$ cat src/rtc_ctrl_pkg.sv
package rtc_ctrl_pkg;
   // register indices (byte address = index * 4 on the apb bus)
   localparam logic [6:0] IDX_REG_A = 7'h0a;
   localparam logic [6:0] IDX_REG_B = 7'h0b;
   localparam logic [6:0] IDX_REG_C = 7'h0c;
   localparam logic [6:0] IDX_REG_D = 7'h0d;
   localparam logic [6:0] IDX_SECONDS = 7'h00;
   localparam logic [6:0] IDX_SEC_ALARM = 7'h01;
   localparam logic [6:0] IDX_RAM_LO = 7'h0e;
   localparam logic [6:0] IDX_UPPER = 7'h40;
   localparam logic [6:0] IDX_EXT_4A = 7'h4a;
   localparam logic [6:0] IDX_EXT_4B = 7'h4b;
   localparam int ADDR_LSB = 2;
   localparam int NUM_CLOCK_REGS = 14;
   localparam int NUM_USER_RAM = 114;
   // register a fields
   localparam int A_UPD_BUSY = 7;
   localparam int A_OSC_HIGH = 6;
   localparam int A_OSC_MID = 5;
   localparam int A_BANK_SEL = 4;
   // register b fields
   localparam int B_SET = 7;
   localparam int B_PER_EN = 6;
   localparam int B_AIE = 5;
   localparam int B_UPD_EN = 4;
   localparam int B_SQ_EN = 3;
   // register c fields
   localparam int C_SUMMARY = 7;
   localparam int C_PER_FLAG = 6;
   localparam int C_AF = 5;
   localparam int C_UF = 4;
   // register d
   localparam int D_VRT = 7;
   // extended 4b control bits; 4a flags / 4b enables use the low three bits
   localparam int X_AUX_EN = 7;
   localparam int X_FAST_CLK = 5;
   // reset values
   localparam logic [7:0] RST_REG_A = 8'h20;
   localparam logic [7:0] RST_REG_B = 8'h08;
   // divider: 15 taps of a 32.768 kHz oscillator
   localparam int DIV_TAPS = 15;
   // alarm don't-care code in the top two bits
   localparam logic [1:0] ALARM_DC = 2'h3;
   // update timing
   localparam real CLK_MHZ = 100.0;
   localparam real LEAD_US = 244.0;
   localparam int LEAD_CYCLES = int'(LEAD_US * CLK_MHZ);
   // ticks of the 32 kHz enable per second
   localparam int OSC_PER_SEC = 32768;
endpackage

$ cat src/rtc_interrupt_bank_control.sv
// Operation
// - bank 0 shows clock regs and user RAM
// - six enables, three per control register
// - enabling a set flag asserts request immediately
// - flags set regardless of enable
// - primary flags clear on read, held during read
// - extended flags clear by writing zero
// - request low while any flag and enable
// - summary flag follows all enabled flags
// - pattern 01X runs chain, others stop
// - pattern 11X runs oscillator, chain reset
// - rate field selects divider tap multiplexer
// - square wave gated by its enable
// - fast select outputs 32 kHz clock
// - fast clock kept on auxiliary supply
// - periodic interrupt has its own enable
// - update cycle every second regardless
// - freeze holds visible copy, internal advances
// - alarm when bytes match or don't-care
// - update flag leads transfer by lead time
// - bank bit selects upper region decode
// - bank 1 replaces upper 64 RAM bytes
// - reserved bank 1 locations read zero
// - setting freeze clears update-end enable
// - periodic flag set on each rising tap edge
`timescale 1ns/1ps
`default_nettype none
module rtc_interrupt_bank_control
   import rtc_ctrl_pkg::*;
#(
   parameter int OSC_DIV = 3052,
   parameter int LEAD = LEAD_CYCLES
) (
   // clock and reset
   input wire logic REF_CLK,
   input wire logic RESET,
   input wire logic CE,
   // apb slave
   input wire logic PSEL,
   input wire logic PENABLE,
   input wire logic PWRITE,
   input wire logic [8:0] PADDR,
   input wire logic [31:0] PWDATA,
   output logic [31:0] PRDATA,
   output logic PREADY,
   output logic PSLVERR,
   // external event sources for the extended flags
   input wire logic [2:0] EXT_EVENT,
   // supply status pins
   input wire logic MAIN_BELOW_THRESHOLD,
   input wire logic AUX_SUPPLY_VALID,
   // outputs
   output logic REQUEST_N,
   output logic SQUARE_WAVE_PIN,
   output logic SQUARE_WAVE_OE
);
   typedef struct packed {
      logic [7:0] reg_a;
      logic [7:0] reg_b;
      logic [2:0] prim_flags;   // periodic, alarm, update-end
      logic [2:0] held_flags;   // events seen during a read
      logic [2:0] ext_flags;
      logic [7:0] ext_4b;
      logic [11:0] osc_cnt;
      logic osc_tick;
      logic [DIV_TAPS-1:0] chain;
      logic tap_prev;
      logic [7:0] sec_vis;
      logic [7:0] sec_int;
      logic [7:0] alarm_sec;
      logic [17:0] lead_cnt;
      logic upd_busy;
      logic freeze_prev;
      logic [2:0] ev_s1;
      logic [2:0] ev_s2;
      logic [2:0] ev_prev;
      logic [1:0] sup_s1;
      logic [1:0] sup_s2;
      logic [7:0] rdata;
      logic sq_out;
   } state_t;
   state_t st, next_st;
   logic [6:0] idx;
   logic acc, rd_acc, wr_acc;
   logic in_upper, ram_hit, bank1;
   logic [7:0] ram_rdata;
   logic tap;
   logic [2:0] pending;
   logic irq;
   logic run_chain, osc_on;
   logic [7:0] wbyte;
   logic [3:0] rs;
   logic osc_half;

   assign idx = PADDR[ADDR_LSB +: 7];
   assign acc = PSEL && PENABLE;
   assign rd_acc = acc && !PWRITE;
   assign wr_acc = acc && PWRITE;
   assign wbyte = PWDATA[7:0];
   assign bank1 = st.reg_a[A_BANK_SEL];
   assign in_upper = idx >= IDX_UPPER;
   assign ram_hit = (idx >= IDX_RAM_LO) && !(bank1 && in_upper);
   assign rs = st.reg_a[3:0];
   // oscillator and chain decode from the high and mid control bits
   assign osc_on = st.reg_a[A_OSC_MID];
   assign run_chain = osc_on && !st.reg_a[A_OSC_HIGH];
   // single cycle answer keeps the read mux and the clear in step
   assign PREADY = 1'b1;
   assign PSLVERR = 1'b0;
   assign PRDATA = {24'h0, ram_hit ? ram_rdata : st.rdata};

   // user RAM: 114 bytes in bank 0, lower 50 in bank 1
   rtc_ram #(.DEPTH(128), .AW(7)) u_ram (
      .clk(REF_CLK),
      .ce(CE),
      .we(wr_acc && ram_hit),
      .waddr(idx),
      .wdata(wbyte),
      .raddr(idx),
      .rdata(ram_rdata)
   );

   // selected divider tap; codes 1 and 2 alias 8 and 9
   always_comb begin
      case (rs)
         4'h0: tap = 1'b0;
         4'h1: tap = st.chain[6];
         4'h2: tap = st.chain[7];
         4'h3: tap = st.chain[1];
         4'h4: tap = st.chain[2];
         4'h5: tap = st.chain[3];
         4'h6: tap = st.chain[4];
         4'h7: tap = st.chain[5];
         4'h8: tap = st.chain[6];
         4'h9: tap = st.chain[7];
         4'ha: tap = st.chain[8];
         4'hb: tap = st.chain[9];
         4'hc: tap = st.chain[10];
         4'hd: tap = st.chain[11];
         4'he: tap = st.chain[12];
         4'hf: tap = st.chain[13];
         default: tap = 1'b0;
      endcase
   end

   // combined request from six flag/enable pairs
   assign pending = st.prim_flags & {st.reg_b[B_PER_EN], st.reg_b[B_AIE], st.reg_b[B_UPD_EN]};
   assign irq = (|pending) || (|(st.ext_flags & st.ext_4b[2:0]));
   assign REQUEST_N = !irq;
   assign SQUARE_WAVE_PIN = st.sq_out;
   // high half of the 32 kHz enable period; a single count bit would stay low for small dividers
   assign osc_half = st.osc_cnt >= 12'(OSC_DIV / 2);
   assign SQUARE_WAVE_OE = 1'b1;

   always_comb begin
      logic [2:0] ev;
      logic [2:0] ext_rise;
      logic alarm_hit;
      ev = 3'h0;
      ext_rise = 3'h0;
      alarm_hit = 1'b0;
      next_st = st;
      // supply and event pins pass two flops first
      next_st.ev_s1 = EXT_EVENT;
      next_st.ev_s2 = st.ev_s1;
      next_st.ev_prev = st.ev_s2;
      ext_rise = st.ev_s2 & ~st.ev_prev;
      next_st.sup_s1 = {MAIN_BELOW_THRESHOLD, AUX_SUPPLY_VALID};
      next_st.sup_s2 = st.sup_s1;
      // 32 kHz enable from the reference clock, only with oscillator on
      next_st.osc_tick = 1'b0;
      if (osc_on) begin
         if (st.osc_cnt == 12'(OSC_DIV - 1)) begin
            next_st.osc_cnt = 12'h0;
            next_st.osc_tick = 1'b1;
         end else begin
            next_st.osc_cnt = st.osc_cnt + 12'h1;
         end
      end
      // countdown chain held in reset for 11x
      if (!run_chain) begin
         next_st.chain = '0;
      end else if (st.osc_tick) begin
         next_st.chain = st.chain + DIV_TAPS'(1);
      end
      // periodic edge, independent of enable
      next_st.tap_prev = tap;
      ev[2] = tap && !st.tap_prev;
      // second boundary starts update; busy flag leads the transfer
      if (run_chain && st.osc_tick && (&st.chain)) begin
         next_st.upd_busy = 1'b1;
         // loaded one short: the zero cycle itself is the last of the lead
         next_st.lead_cnt = 18'(LEAD - 1);
      end else if (st.upd_busy) begin
         if (st.lead_cnt == 18'h0) begin
            next_st.upd_busy = 1'b0;
            next_st.sec_int = st.sec_int + 8'h1;
            if (!st.reg_b[B_SET]) begin
               next_st.sec_vis = st.sec_int + 8'h1;
            end
            alarm_hit = (st.alarm_sec == st.sec_int + 8'h1)
               || (st.alarm_sec[7:6] == ALARM_DC);
            ev[1] = alarm_hit;
            ev[0] = 1'b1;
         end else begin
            next_st.lead_cnt = st.lead_cnt - 18'h1;
         end
      end
      // square wave output select; fast clock survives main loss only on aux supply
      if (st.ext_4b[X_FAST_CLK]) begin
         next_st.sq_out = (st.sup_s2[1] && !(st.ext_4b[X_AUX_EN] && st.sup_s2[0]))
            ? 1'b0 : osc_half;
      end else begin
         next_st.sq_out = st.reg_b[B_SQ_EN] && tap && !st.sup_s2[1];
      end
      // register read mux, registered on setup for the access phase
      next_st.rdata = 8'h0;
      if (PSEL && !PENABLE) begin
         case (idx)
            IDX_REG_A: next_st.rdata = {st.upd_busy, st.reg_a[6:0]};
            IDX_REG_B: next_st.rdata = st.reg_b;
            IDX_REG_C: next_st.rdata = {irq, st.prim_flags, 4'h0};
            IDX_REG_D: next_st.rdata[D_VRT] = 1'b1;
            IDX_SECONDS: next_st.rdata = st.sec_vis;
            IDX_SEC_ALARM: next_st.rdata = st.alarm_sec;
            default: begin
               if (bank1 && idx == IDX_EXT_4A) begin
                  next_st.rdata = {5'h0, st.ext_flags};
               end else if (bank1 && idx == IDX_EXT_4B) begin
                  next_st.rdata = st.ext_4b;
               end else begin
                  next_st.rdata = 8'h0;
               end
            end
         endcase
      end
      // register writes
      if (wr_acc) begin
         case (idx)
            IDX_REG_A: next_st.reg_a = {1'b0, wbyte[6:0]};
            IDX_REG_B: next_st.reg_b = wbyte;
            IDX_SECONDS: begin
               next_st.sec_vis = wbyte;
               next_st.sec_int = wbyte;
            end
            IDX_SEC_ALARM: next_st.alarm_sec = wbyte;
            default: begin
               if (bank1 && idx == IDX_EXT_4A) begin
                  next_st.ext_flags = st.ext_flags & wbyte[2:0];
               end else if (bank1 && idx == IDX_EXT_4B) begin
                  next_st.ext_4b = wbyte;
               end
            end
         endcase
      end
      // freeze rising clears update-end enable
      next_st.freeze_prev = next_st.reg_b[B_SET];
      if (next_st.reg_b[B_SET] && !st.freeze_prev) begin
         next_st.reg_b[B_UPD_EN] = 1'b0;
      end
      // extended flags: set wins over clear
      next_st.ext_flags = next_st.ext_flags | ext_rise;
      // primary flags: events during a read are held, posted after
      if (rd_acc && idx == IDX_REG_C) begin
         next_st.prim_flags = st.held_flags | ev;
         next_st.held_flags = 3'h0;
      end else if (PSEL && idx == IDX_REG_C && !PWRITE) begin
         next_st.held_flags = st.held_flags | ev;
      end else begin
         next_st.prim_flags = st.prim_flags | st.held_flags | ev;
         next_st.held_flags = 3'h0;
      end
   end

   // single state register; enable freezes everything
   always_ff @(posedge REF_CLK) begin
      if (RESET) begin
         st <= '0;
         st.reg_a <= RST_REG_A;
         st.reg_b <= RST_REG_B;
      end else if (CE) begin
         st <= next_st;
      end
   end

   property p_req_tracks;
      @(posedge REF_CLK) disable iff (RESET) (|pending) |-> !REQUEST_N;
   endproperty
   a_req_tracks: assert property (p_req_tracks) else $error("request not low");

   property p_chain_reset;
      @(posedge REF_CLK) disable iff (RESET) (CE && !run_chain) |=> (st.chain == '0);
   endproperty
   a_chain_reset: assert property (p_chain_reset) else $error("chain not held");

   property p_uie_clear;
      @(posedge REF_CLK) disable iff (RESET)
         (CE && $rose(st.reg_b[B_SET])) |-> !st.reg_b[B_UPD_EN];
   endproperty
   a_uie_clear: assert property (p_uie_clear) else $error("update enable kept");

   property p_ext_sticky;
      @(posedge REF_CLK) disable iff (RESET)
         (CE && st.ext_flags[0] && !wr_acc) |=> st.ext_flags[0];
   endproperty
   a_ext_sticky: assert property (p_ext_sticky) else $error("ext flag lost");

   property p_pf_edge;
      @(posedge REF_CLK) disable iff (RESET)
         (CE && tap && !st.tap_prev && !PSEL) |=> st.prim_flags[2];
   endproperty
   a_pf_edge: assert property (p_pf_edge) else $error("periodic flag missed");

   property p_rc_clear;
      @(posedge REF_CLK) disable iff (RESET)
         (CE && rd_acc && idx == IDX_REG_C) |=> (st.held_flags == 3'h0);
   endproperty
   a_rc_clear: assert property (p_rc_clear) else $error("hold not posted");

   property p_fast_sq;
      @(posedge REF_CLK) disable iff (RESET)
         (CE && st.ext_4b[X_FAST_CLK] && !st.sup_s2[1]) |=> (st.sq_out == $past(osc_half));
   endproperty
   a_fast_sq: assert property (p_fast_sq) else $error("fast clock wrong");

   property p_sq_off;
      @(posedge REF_CLK) disable iff (RESET)
         (CE && !st.ext_4b[X_FAST_CLK] && !st.reg_b[B_SQ_EN]) |=> !st.sq_out;
   endproperty
   a_sq_off: assert property (p_sq_off) else $error("square wave not off");
endmodule
`default_nettype wire

$ cat src/rtc_ram.sv
`timescale 1ns/1ps
`default_nettype none
module rtc_ram #(
   parameter int DEPTH = 128,
   parameter int AW = 7
) (
   // clock
   input wire logic clk,
   input wire logic ce,
   // write
   input wire logic we,
   input wire logic [AW-1:0] waddr,
   input wire logic [7:0] wdata,
   // read, registered
   input wire logic [AW-1:0] raddr,
   output logic [7:0] rdata
);
   logic [7:0] mem [DEPTH];
   // write and registered read share a port-free clocked process
   always_ff @(posedge clk) begin
      if (ce) begin
         if (we) begin
            mem[waddr] <= wdata;
         end
         rdata <= mem[raddr];
      end
   end
endmodule
`default_nettype wire

$ cat config.mk
export PLATFORM = sky130hd
export DESIGN_NAME = rtc_interrupt_bank_control
export DESIGN_NICKNAME = d
export VERILOG_FILES = /design/src/rtc_ctrl_pkg.sv /design/src/rtc_interrupt_bank_control.sv /design/src/rtc_ram.sv
export SDC_FILE = /design/constraint.sdc
export NUM_CORES = 1
export LEC_CHECK = 0
export BUFFER_PORTS_ARGS = -buffer_cell sky130_fd_sc_hd__buf_2
export CORE_MARGIN = 2
export CORE_UTILIZATION = 45
export DETAILED_ROUTE_END_ITERATION = 8
export GPL_TIMING_DRIVEN = 0
export PLACE_DENSITY_LB_ADDON = 0.08
export SLEW_MARGIN = 20
export SYNTH_ARGS = -nofsm -noshare
export SYNTH_HDL_FRONTEND = slang
export SYNTH_SLANG_ARGS = --single-unit
$ cat constraint.sdc
create_clock -name REF_CLK -period 13.3 [get_ports REF_CLK]
set_clock_uncertainty 0.1 [all_clocks]
set_input_delay 3.99 -clock REF_CLK [delete_from_list [all_inputs] [get_ports REF_CLK]]
set_output_delay 3.99 -clock REF_CLK [all_outputs]
set_load 0.02 [all_outputs]
Word-level counts from Yosys, hierarchy flattened
Memories as Yosys holds them, arrays and structs flattened. A register that Yosys moved wholly into a read port is not among the register bits. Cells that the tools add are included.

Register bits: 126. Memory bits (writable): 1024. Bits of input ports: 52. Output and inout bits: 37. Memories kept: 1.

$add $sub $neg: 4. Order comparisons: 3. Equality and inequality tests: 28. Mux-type cells: 42. Bitwise operators: 11. Reduce and logical (&&, ||, !) cells: 53.

Memory list: u_ram.mem (words 128, bits a word 8, rd ports 1, clocked after Yosys merged registers in 1, write ports 1, RTL line rtc_ram.sv:18) `logic [7:0] mem [DEPTH];`.

Operators with widths (count): 8-bit 2-to-1 mux (10); 16-bit 2-to-1 mux (4); 7-bit case mux with 6 select lines (1); 19-bit 2-to-1 mux (2); 4-bit equality test (second input constant) (8); 15-bit 2-to-1 mux (2); 7-bit by 4-bit equality test with 1-bit output (second input constant) (4); 24-bit 2-to-1 mux (1); 11-bit 2-to-1 mux (2); 1-bit logical AND (21); 18-bit logical NOT (1); 18-bit 2-to-1 mux (1); 18-bit by 1-bit subtractor with 18-bit output (second input constant) (1); 4-bit by 3-bit equality test with 1-bit output (second input constant) (4); 15-bit by 1-bit adder with 15-bit output (second input constant) (1); 15-bit AND reduction (1); 3-bit AND reduction (5); 7-bit equality test (second input constant) (2); 1-bit case mux with 14 select lines (1); 12-bit by 1-bit adder with 12-bit output (second input constant) (1); 3-bit bitwise AND (4); 12-bit equality test (second input constant) (1); 12-bit by 11-bit >= comparator with 1-bit output (second input constant) (1); 12-bit 2-to-1 mux (1); other kinds (27) (61).

Depth between registers and ports, before layout
Gate-level depths: netlist of run 1.

Depth in word-level cells: 9. Gate-level depth with buffers: 11. Gate-level depth less buffers: 8.

Modules after synthesis
Synthesis of run 1 repeated with hierarchy kept, for this count alone.

Cells, all modules: 2467. Area total of the unflattened synthesis: 46763.6 µm².

By module, submodules not included: rtc_ram (times used 1, cells each 1633, area an instance 39766.9 µm², seq. area each 30989.7 µm²); rtc_interrupt_bank_control (times used 1, cells each 834, area an instance 6996.7 µm², seq. area each 2522.4 µm²).

Worst setup path after synthesis of run 1
OpenSTA, ideal clock, no wires.

Path kind: input port to output port. Start point: in PADDR[3]. End point: out PRDATA[0]. Data arrival time: 5843 ps. Setup slack: 3367 ps. Stages on the path: 8. Path buffers: 5. Cell sequence: buf_4 > buf_4 > buf_2 > buf_2 > buf_2 > a21oi_1 > a21oi_2 > mux2_2.

Longest elaborated chain between the ends: 5. Elaborated cells between the ends (all ways): 6. Those cells by class: 2 x order compare; 1 x mux; 3 x reduce/logical.

RTL lines: from (decl) (RTL line rtc_interrupt_bank_control.sv:42) `input wire logic [8:0] PADDR,`; 7-bit >= comparator (RTL line rtc_interrupt_bank_control.sv:101) `assign in_upper = idx >= IDX_UPPER;`; 1-bit logical AND (RTL line rtc_interrupt_bank_control.sv:102) `assign ram_hit = (idx >= IDX_RAM_LO) && !(bank1 && in_upper);`; 1-bit logical NOT (RTL line rtc_interrupt_bank_control.sv:102); 1-bit logical AND (*) (RTL line rtc_interrupt_bank_control.sv:102); 8-bit 2-to-1 mux (*) (RTL line rtc_interrupt_bank_control.sv:110) `assign PRDATA = {24'h0, ram_hit ? ram_rdata : st.rdata};`; to (decl) (RTL line rtc_interrupt_bank_control.sv:44) `output logic [31:0] PRDATA,`.

Mark *: on every way between the ends. The rest lies on a longest branch, timed or not.

Final worst setup path of run 1
Start point: in PADDR[3]. End point: out PRDATA[1].

The elaborated chain is that of the path after synthesis.

==> flow_summary.ini, run 1 <==
[detailed_routing]
routed-via-count = 26600
drt_first_iter_violations = 3202
remaining_drc_errors = 0
drt_first_pass_iters = 7
vias_per_cell = 6.06
post_drt_wl_per_cell_um = 33.8
drt-total-wl_mm = 148
postRouteAntennaNets = 0

[placement]
post-dp-hpwl_mm = 99.7
routabilityCongestion = 0.965
placedCellCount = 4156
place.port_buffers = 31
detailed_place.area_mm2 = 0.0495

[critical_path]
crit_path_start = PADDR[3]
setup.worst_path.end_class = output pin
critical_path.startpoint_type = primary input
worst-path-buf-inv = 6
critical_path.cell_chain = buf_4, buf_4, buf_2, buf_2, buf_2, a21oi_1, a21oi_2, mux2_2, buf_2
critical_path.slowest_cell = buf_2
critical_path_class = in -> out
worstPathMaxFanout = 10
path_common_cell = buf_2
critical_path_arrival_ns = 7.33
r2r_start = bank1
critPathMaxStageDelay_ns = 0.57
critPathTopFamily = buffers and inverters
worst-endpoint-required_ns = 9.21

[sta]
slew_headroom_pct = 13.6
finalHoldWorstSlack_ns = 0.377
timing_hold_violations_final = 0
finalWorstPathRequiredPeriod_ns = 11.42
period_utilization_pct = 85.9
report.final.slew_viol_count = 0
setup_tns_ns = 0
max_freq_mhz = 87.6
rsz0062_at_grt = false
tightest_slew_ns = 1.29
finalSetupViolations = 0

[flow_run]
drv.max_cap_violation_count = 0

[clock_network]
ctsResizeCount = 0
tritoncts_clock_tree = built
htree_levels = 3
post_cts_buffers = 0
cts.sinks = 1158
ctsRootBufferMaster = clkbuf_16
tritoncts.num_buffers = 121
latest_clock_arrival_within_the_worst_skew_pair_ns = 0.72
clkSlewWorstSetupHoldPaths_ns = 0.06
ctsLongestPathBuffers = 3
postCtsHoldBufs = 0

[global_route]
grt_pass1_wl_mm = 205
antenna_violations_before_repair = 4
globalRoute.totalOverflow = 0
grt_use_total_pct = 27.9
number_of_global_route_vias_before_repair = 26300
grt_start_max_net_pins = 106

[final_layout]
multi_input_gate_area_mm2 = 0.0127
final.fill_count = 8408
stdcell_count = 4382
postLayoutCoreUtil_pct = 51.7
final_layout_size_suffix_gt1_share_pct = 21.4
finish.instance_area_mm2 = 0.0534
number_of_nets_in_the_final_layout = 2957
sequential_cell_area_mm2 = 0.0335
area_delta_synth_final_pct = 14.3

[synthesis]
yosys_most_used_dff = edfxtp_1
post-synth-top-count-cell = edfxtp_1
count_of_different_cell_masters_after_synthesis = 81
synth.yosys.warnings = 0
ys_seq_elements = 1158
synth_sequential_area_ratio_pct = 71.7
postSynthCellCount = 2597
netlist.top_cell.by_area = edfxtp_1
post_synth_instance_area_mm2 = 0.0467
synth-async-reset-ratio_pct = 0
synthesized_area_per_cell_um2 = 18.0
count_of_flip_flops_with_a_built_in_enable_after_synthesis = 1032
synth_area_leaders = edfxtp_1 66%, mux4_2 13%, dfxtp_1 5.4%
netlist.area_leader.share_pct = 66.3
synthTopCellsByCount = 1032 x edfxtp_1, 273 x mux4_2, 240 x nor2_1

[hold_path]
holdCritPathClass = reg -> reg
min_from = st[2]

[floorplan]
floorplan.initialDensity_pct = 45.3
total_die_area_mm2 = 0.106
floorplan.die.width_um = 326
dieHeight_um = 326
core_mm2 = 0.103
core.rowCount = 118
io-pin-count = 89

[power_and_ir_drop]
power-per-cell-area_mw_per_mm2 = 146
total_leakage_power_uw = 0.0172
worst_ir_drop_vdd_uv = 130

[run_status]
status = completed
[logic make-up after synthesis]
logic type                 synth area share, %
DFF                                       71.7
and+or+nand+nor                           5.21
muxes                                     16.0
AOI/OAI and AO/OA                         3.91
buffers and inverters                     2.16
xor gates and xnor gates                 0.849
adders and majority gates                0.161
other                                   0.0161
[flip-flops by register name (all words and copies together) (netlist names)]
| register | count |
|---|---|
| rs | 4 |
| osc_on | 1 |
| next_st | 8 |
| u_ram.mem | 1024 |
| st | 111 |
| bank1 | 1 |
| SQUARE_WAVE_PIN | 1 |
| u_ram.rdata | 8 |
[power breakdown]
| group | switching, µW | internal, µW |
|---|---|---|
| Clock | 1420 | 1920 |
| Combinational | 324 | 151 |
| Sequential | 9.57 | 3990 |
| Total | 1750 | 6070 |
[worst reg2reg max path: stages, from the launching register on]
cell and delay, ns:
dfxtp_1 0.41, a2111oi_0 0.79, nand2_1 0.55, clkbuf_1 0.55, nor2_1 0.97
[cells in the final DEF, fill, tap and decap left out, types with 10 or more instances in the layout]
master / n
buf_6: 15
a22oi_1: 30
edfxtp_1: 1032
nor3_1: 17
a21oi_1: 60
nor2b_1: 22
dfxtp_1: 126
a221oi_1: 15
nor2_2: 10
nand4_1: 18
buf_4: 47
nor2_1: 229
and3_1: 10
buf_2: 77
clkinv_2: 22
buf_16: 10
xnor2_1: 21
bufinv_16: 11
and2_1: 15
a31oi_1: 18
mux2_2: 18
clkbuf_16: 123
nand2b_1: 23
nand3_1: 37
nand2_1: 104
mux4_2: 273
clkbuf_1: 75
inv_1: 22
clkinv_1: 27
conb_1: 139
a211oi_1: 18
mux2i_1: 109
xor2_1: 19
o21ai_0: 45
[area by class of cell]
class / count / area share [%]
Antenna cell: 3 / 0.0141
Timing Repair Buffer: 42 / 0.921
Clock buffer: 151 / 6.04
Clock inverter: 72 / 1.24
Inverter: 23 / 0.162
Multi-Input combinational cell: 1382 / 23.9
Sequential cell: 1158 / 62.8
Tap cell: 1380 / 3.23
Buffer: 171 / 1.76
[stage by stage]
stage	setup slack, ns	power, µW
detailed placement	1.92	4550
finish	1.88	7820
CTS	1.90	7860
global placement	1.92	4540
floorplan	3.37	4310
global route	1.84	8020
[routing by layer]
layer  global-route usage, %  part of all wire [%]  vias to the layer above
met5                       0                     0                        -
met3                    5.11                   7.3                      241
li1                        -                     -                    10900
met4                    10.1                   3.7                        0
met1                    38.7                    41                    14200
met2                    44.4                    48                     1238
[final timing paths]
kind | end | slack [ns] | depth (start not counted)
max | PRDATA[1] | 1.88 | 9
min | st[2] | 0.38 | 2
max reg2reg | u_ram.mem[104][1] | 9.55 | 4
min reg2reg | st[2] | 0.38 | 2
(Power assumes the default switching activity.)
==> run 2, diff against run 1 <==
--- a/config.mk
+++ b/config.mk
@@ -10,7 +10,7 @@
 export CORE_UTILIZATION = 45
 export DETAILED_ROUTE_END_ITERATION = 8
 export GPL_TIMING_DRIVEN = 0
-export PLACE_DENSITY_LB_ADDON = 0.08
+export PLACE_DENSITY = 0.56
 export SLEW_MARGIN = 20
 export SYNTH_ARGS = -nofsm -noshare
 export SYNTH_HDL_FRONTEND = slang
==> flow_summary.ini, run 2 (synthesis gave the netlist of run 1 again) <==
[run_status]
status = completed

[detailed_routing]
routed-via-count = 26700
postRouteAntennaNets = 0
vias_per_cell = 6.10
drt-total-wl_mm = 146
post_drt_wl_per_cell_um = 33.3
drt_first_pass_iters = 7
remaining_drc_errors = 0
drt_first_iter_violations = 3605

[critical_path]
worst-path-buf-inv = 6
critical_path.slowest_cell = buf_2
path_common_cell = buf_2
critical_path_arrival_ns = 7.51
r2r_start = bank1
critical_path.startpoint_type = primary input
worst-endpoint-required_ns = 9.21
setup.worst_path.end_class = output pin
worstPathMaxFanout = 10
critical_path_class = in -> out
rr_endpoint = u_ram.mem[40][2]
critPathMaxStageDelay_ns = 0.59
r2r_cells = 4
critPathTopFamily = buffers and inverters
ff2ff_setup_slack_ns = 9.57
critical_path.cell_chain = buf_4, buf_4, buf_2, buf_2, buf_2, a21oi_1, a21oi_2, mux2_2, buf_2

[clock_network]
latest_clock_arrival_within_the_worst_skew_pair_ns = 0.72
post_cts_buffers = 0
clkSlewWorstSetupHoldPaths_ns = 0.06
ctsLongestPathBuffers = 3
htree_levels = 3
tritoncts_clock_tree = built
tritoncts.num_buffers = 121
postCtsHoldBufs = 0
ctsRootBufferMaster = clkbuf_16
cts.sinks = 1158
ctsResizeCount = 0

[sta]
max_freq_mhz = 86.2
report.final.slew_viol_count = 0
finalSetupViolations = 0
finalWorstPathRequiredPeriod_ns = 11.60
setup_tns_ns = 0
slew_headroom_pct = 19.2
period_utilization_pct = 87.2
tightest_slew_ns = 1.21
rsz0062_at_grt = false
timing_hold_violations_final = 0

[final_layout]
final_common_cell = edfxtp_1
reg_top3 = u_ram.mem: 1024 flops, st: 111 flops
most-common-layout-cells = 1032 x edfxtp_1, 273 x mux4_2, 236 x nor2_1
stdcell_count = 4382
final.fill_count = 8421
final_layout_size_suffix_gt1_share_pct = 21.2
register_bank_with_the_most_flops = u_ram.mem
area_delta_synth_final_pct = 14.0
sequential_cell_area_mm2 = 0.0335
postLayoutCoreUtil_pct = 51.6
number_of_nets_in_the_final_layout = 2957
max_reg_flops = 1024
multi_input_gate_area_mm2 = 0.0127

[global_route]
globalRoute.totalOverflow = 0
antenna_violations_before_repair = 5
grt_pass1_wl_mm = 203
grt_start_max_net_pins = 112
grt_use_total_pct = 27.4
number_of_global_route_vias_before_repair = 26200

[hold_path]
holdCritPathClass = reg -> reg
min_from = st[4]
whs_endpoint = st[4]
whs_path_depth = 2

[power_and_ir_drop]
total_leakage_power_uw = 0.0172
design_power_total_uw = 7740
worst_ir_drop_vdd_uv = 104
power-per-cell-area_mw_per_mm2 = 145

[placement]
place.port_buffers = 31
routabilityCongestion = 1.00
placedCellCount = 4155
post-dp-hpwl_mm = 97.2

[floorplan]
core_mm2 = 0.103
core.rowCount = 118
floorplan.initialDensity_pct = 45.3
total_die_area_mm2 = 0.106
dieHeight_um = 326
io-pin-count = 89
floorplan.die.width_um = 326

[flow_run]
drv.max_cap_violation_count = 0
run 2: worst max path at each step:
stage / from / end / cells past startpoint / slack [ns]
after floorplan: PADDR[3] / PRDATA[0] / 8 / 3.37
after global placement: PADDR[3] / PRDATA[7] / 9 / 1.73
after detailed placement: PADDR[3] / PRDATA[7] / 9 / 1.73
after CTS: PADDR[3] / PRDATA[7] / 9 / 1.72
after global routing: PADDR[3] / PRDATA[7] / 9 / 1.69
final: PADDR[3] / PRDATA[7] / 9 / 1.70
run 2: per-stage QoR:
step | instance area (µm²) | hold slack (ns) | setup slack [ns]
CTS | 53200 | 0.373 | 1.72
global route | 53200 | 0.395 | 1.69
detailed placement | 49400 | 0.362 | 1.73
floorplan | 47200 | 0.337 | 3.37
global placement | 49100 | 0.352 | 1.73
finish | 53200 | 0.373 | 1.70
run 2: cell type report:
cell class | count | area share (%)
flip-flops and latches | 1158 | 62.9
multi-input cells | 1382 | 23.9
clock buffers | 155 | 6.11
well taps | 1380 | 3.24
plain buffers | 171 | 1.76
clock inverters | 70 | 1.00
repair buffers | 42 | 0.870
inverters | 23 | 0.162
diodes | 1 | 0.00470
run 2: power breakdown:
part           switching (µW)  internal (µW)
clock                    1420           1840
sequential               9.31           3990
combinational             327            151
run 2: layer usage:
metal | track usage [%] | share of wire, % | vias to the layer above
met3 | 5.11 | 8.9 | 287
met5 | 0 | 0.019 | -
met4 | 10.6 | 3.9 | 4
met2 | 42.8 | 47 | 1418
met1 | 38.5 | 41 | 14200
li1 | - | - | 10900
run 2: worst reg2reg max path, cell delays in order, from the launching register on:
cell and delay (ns):
dfxtp_1 0.38, a2111oi_0 0.84, nand2_1 0.51, clkbuf_1 0.52, nor2_1 0.97
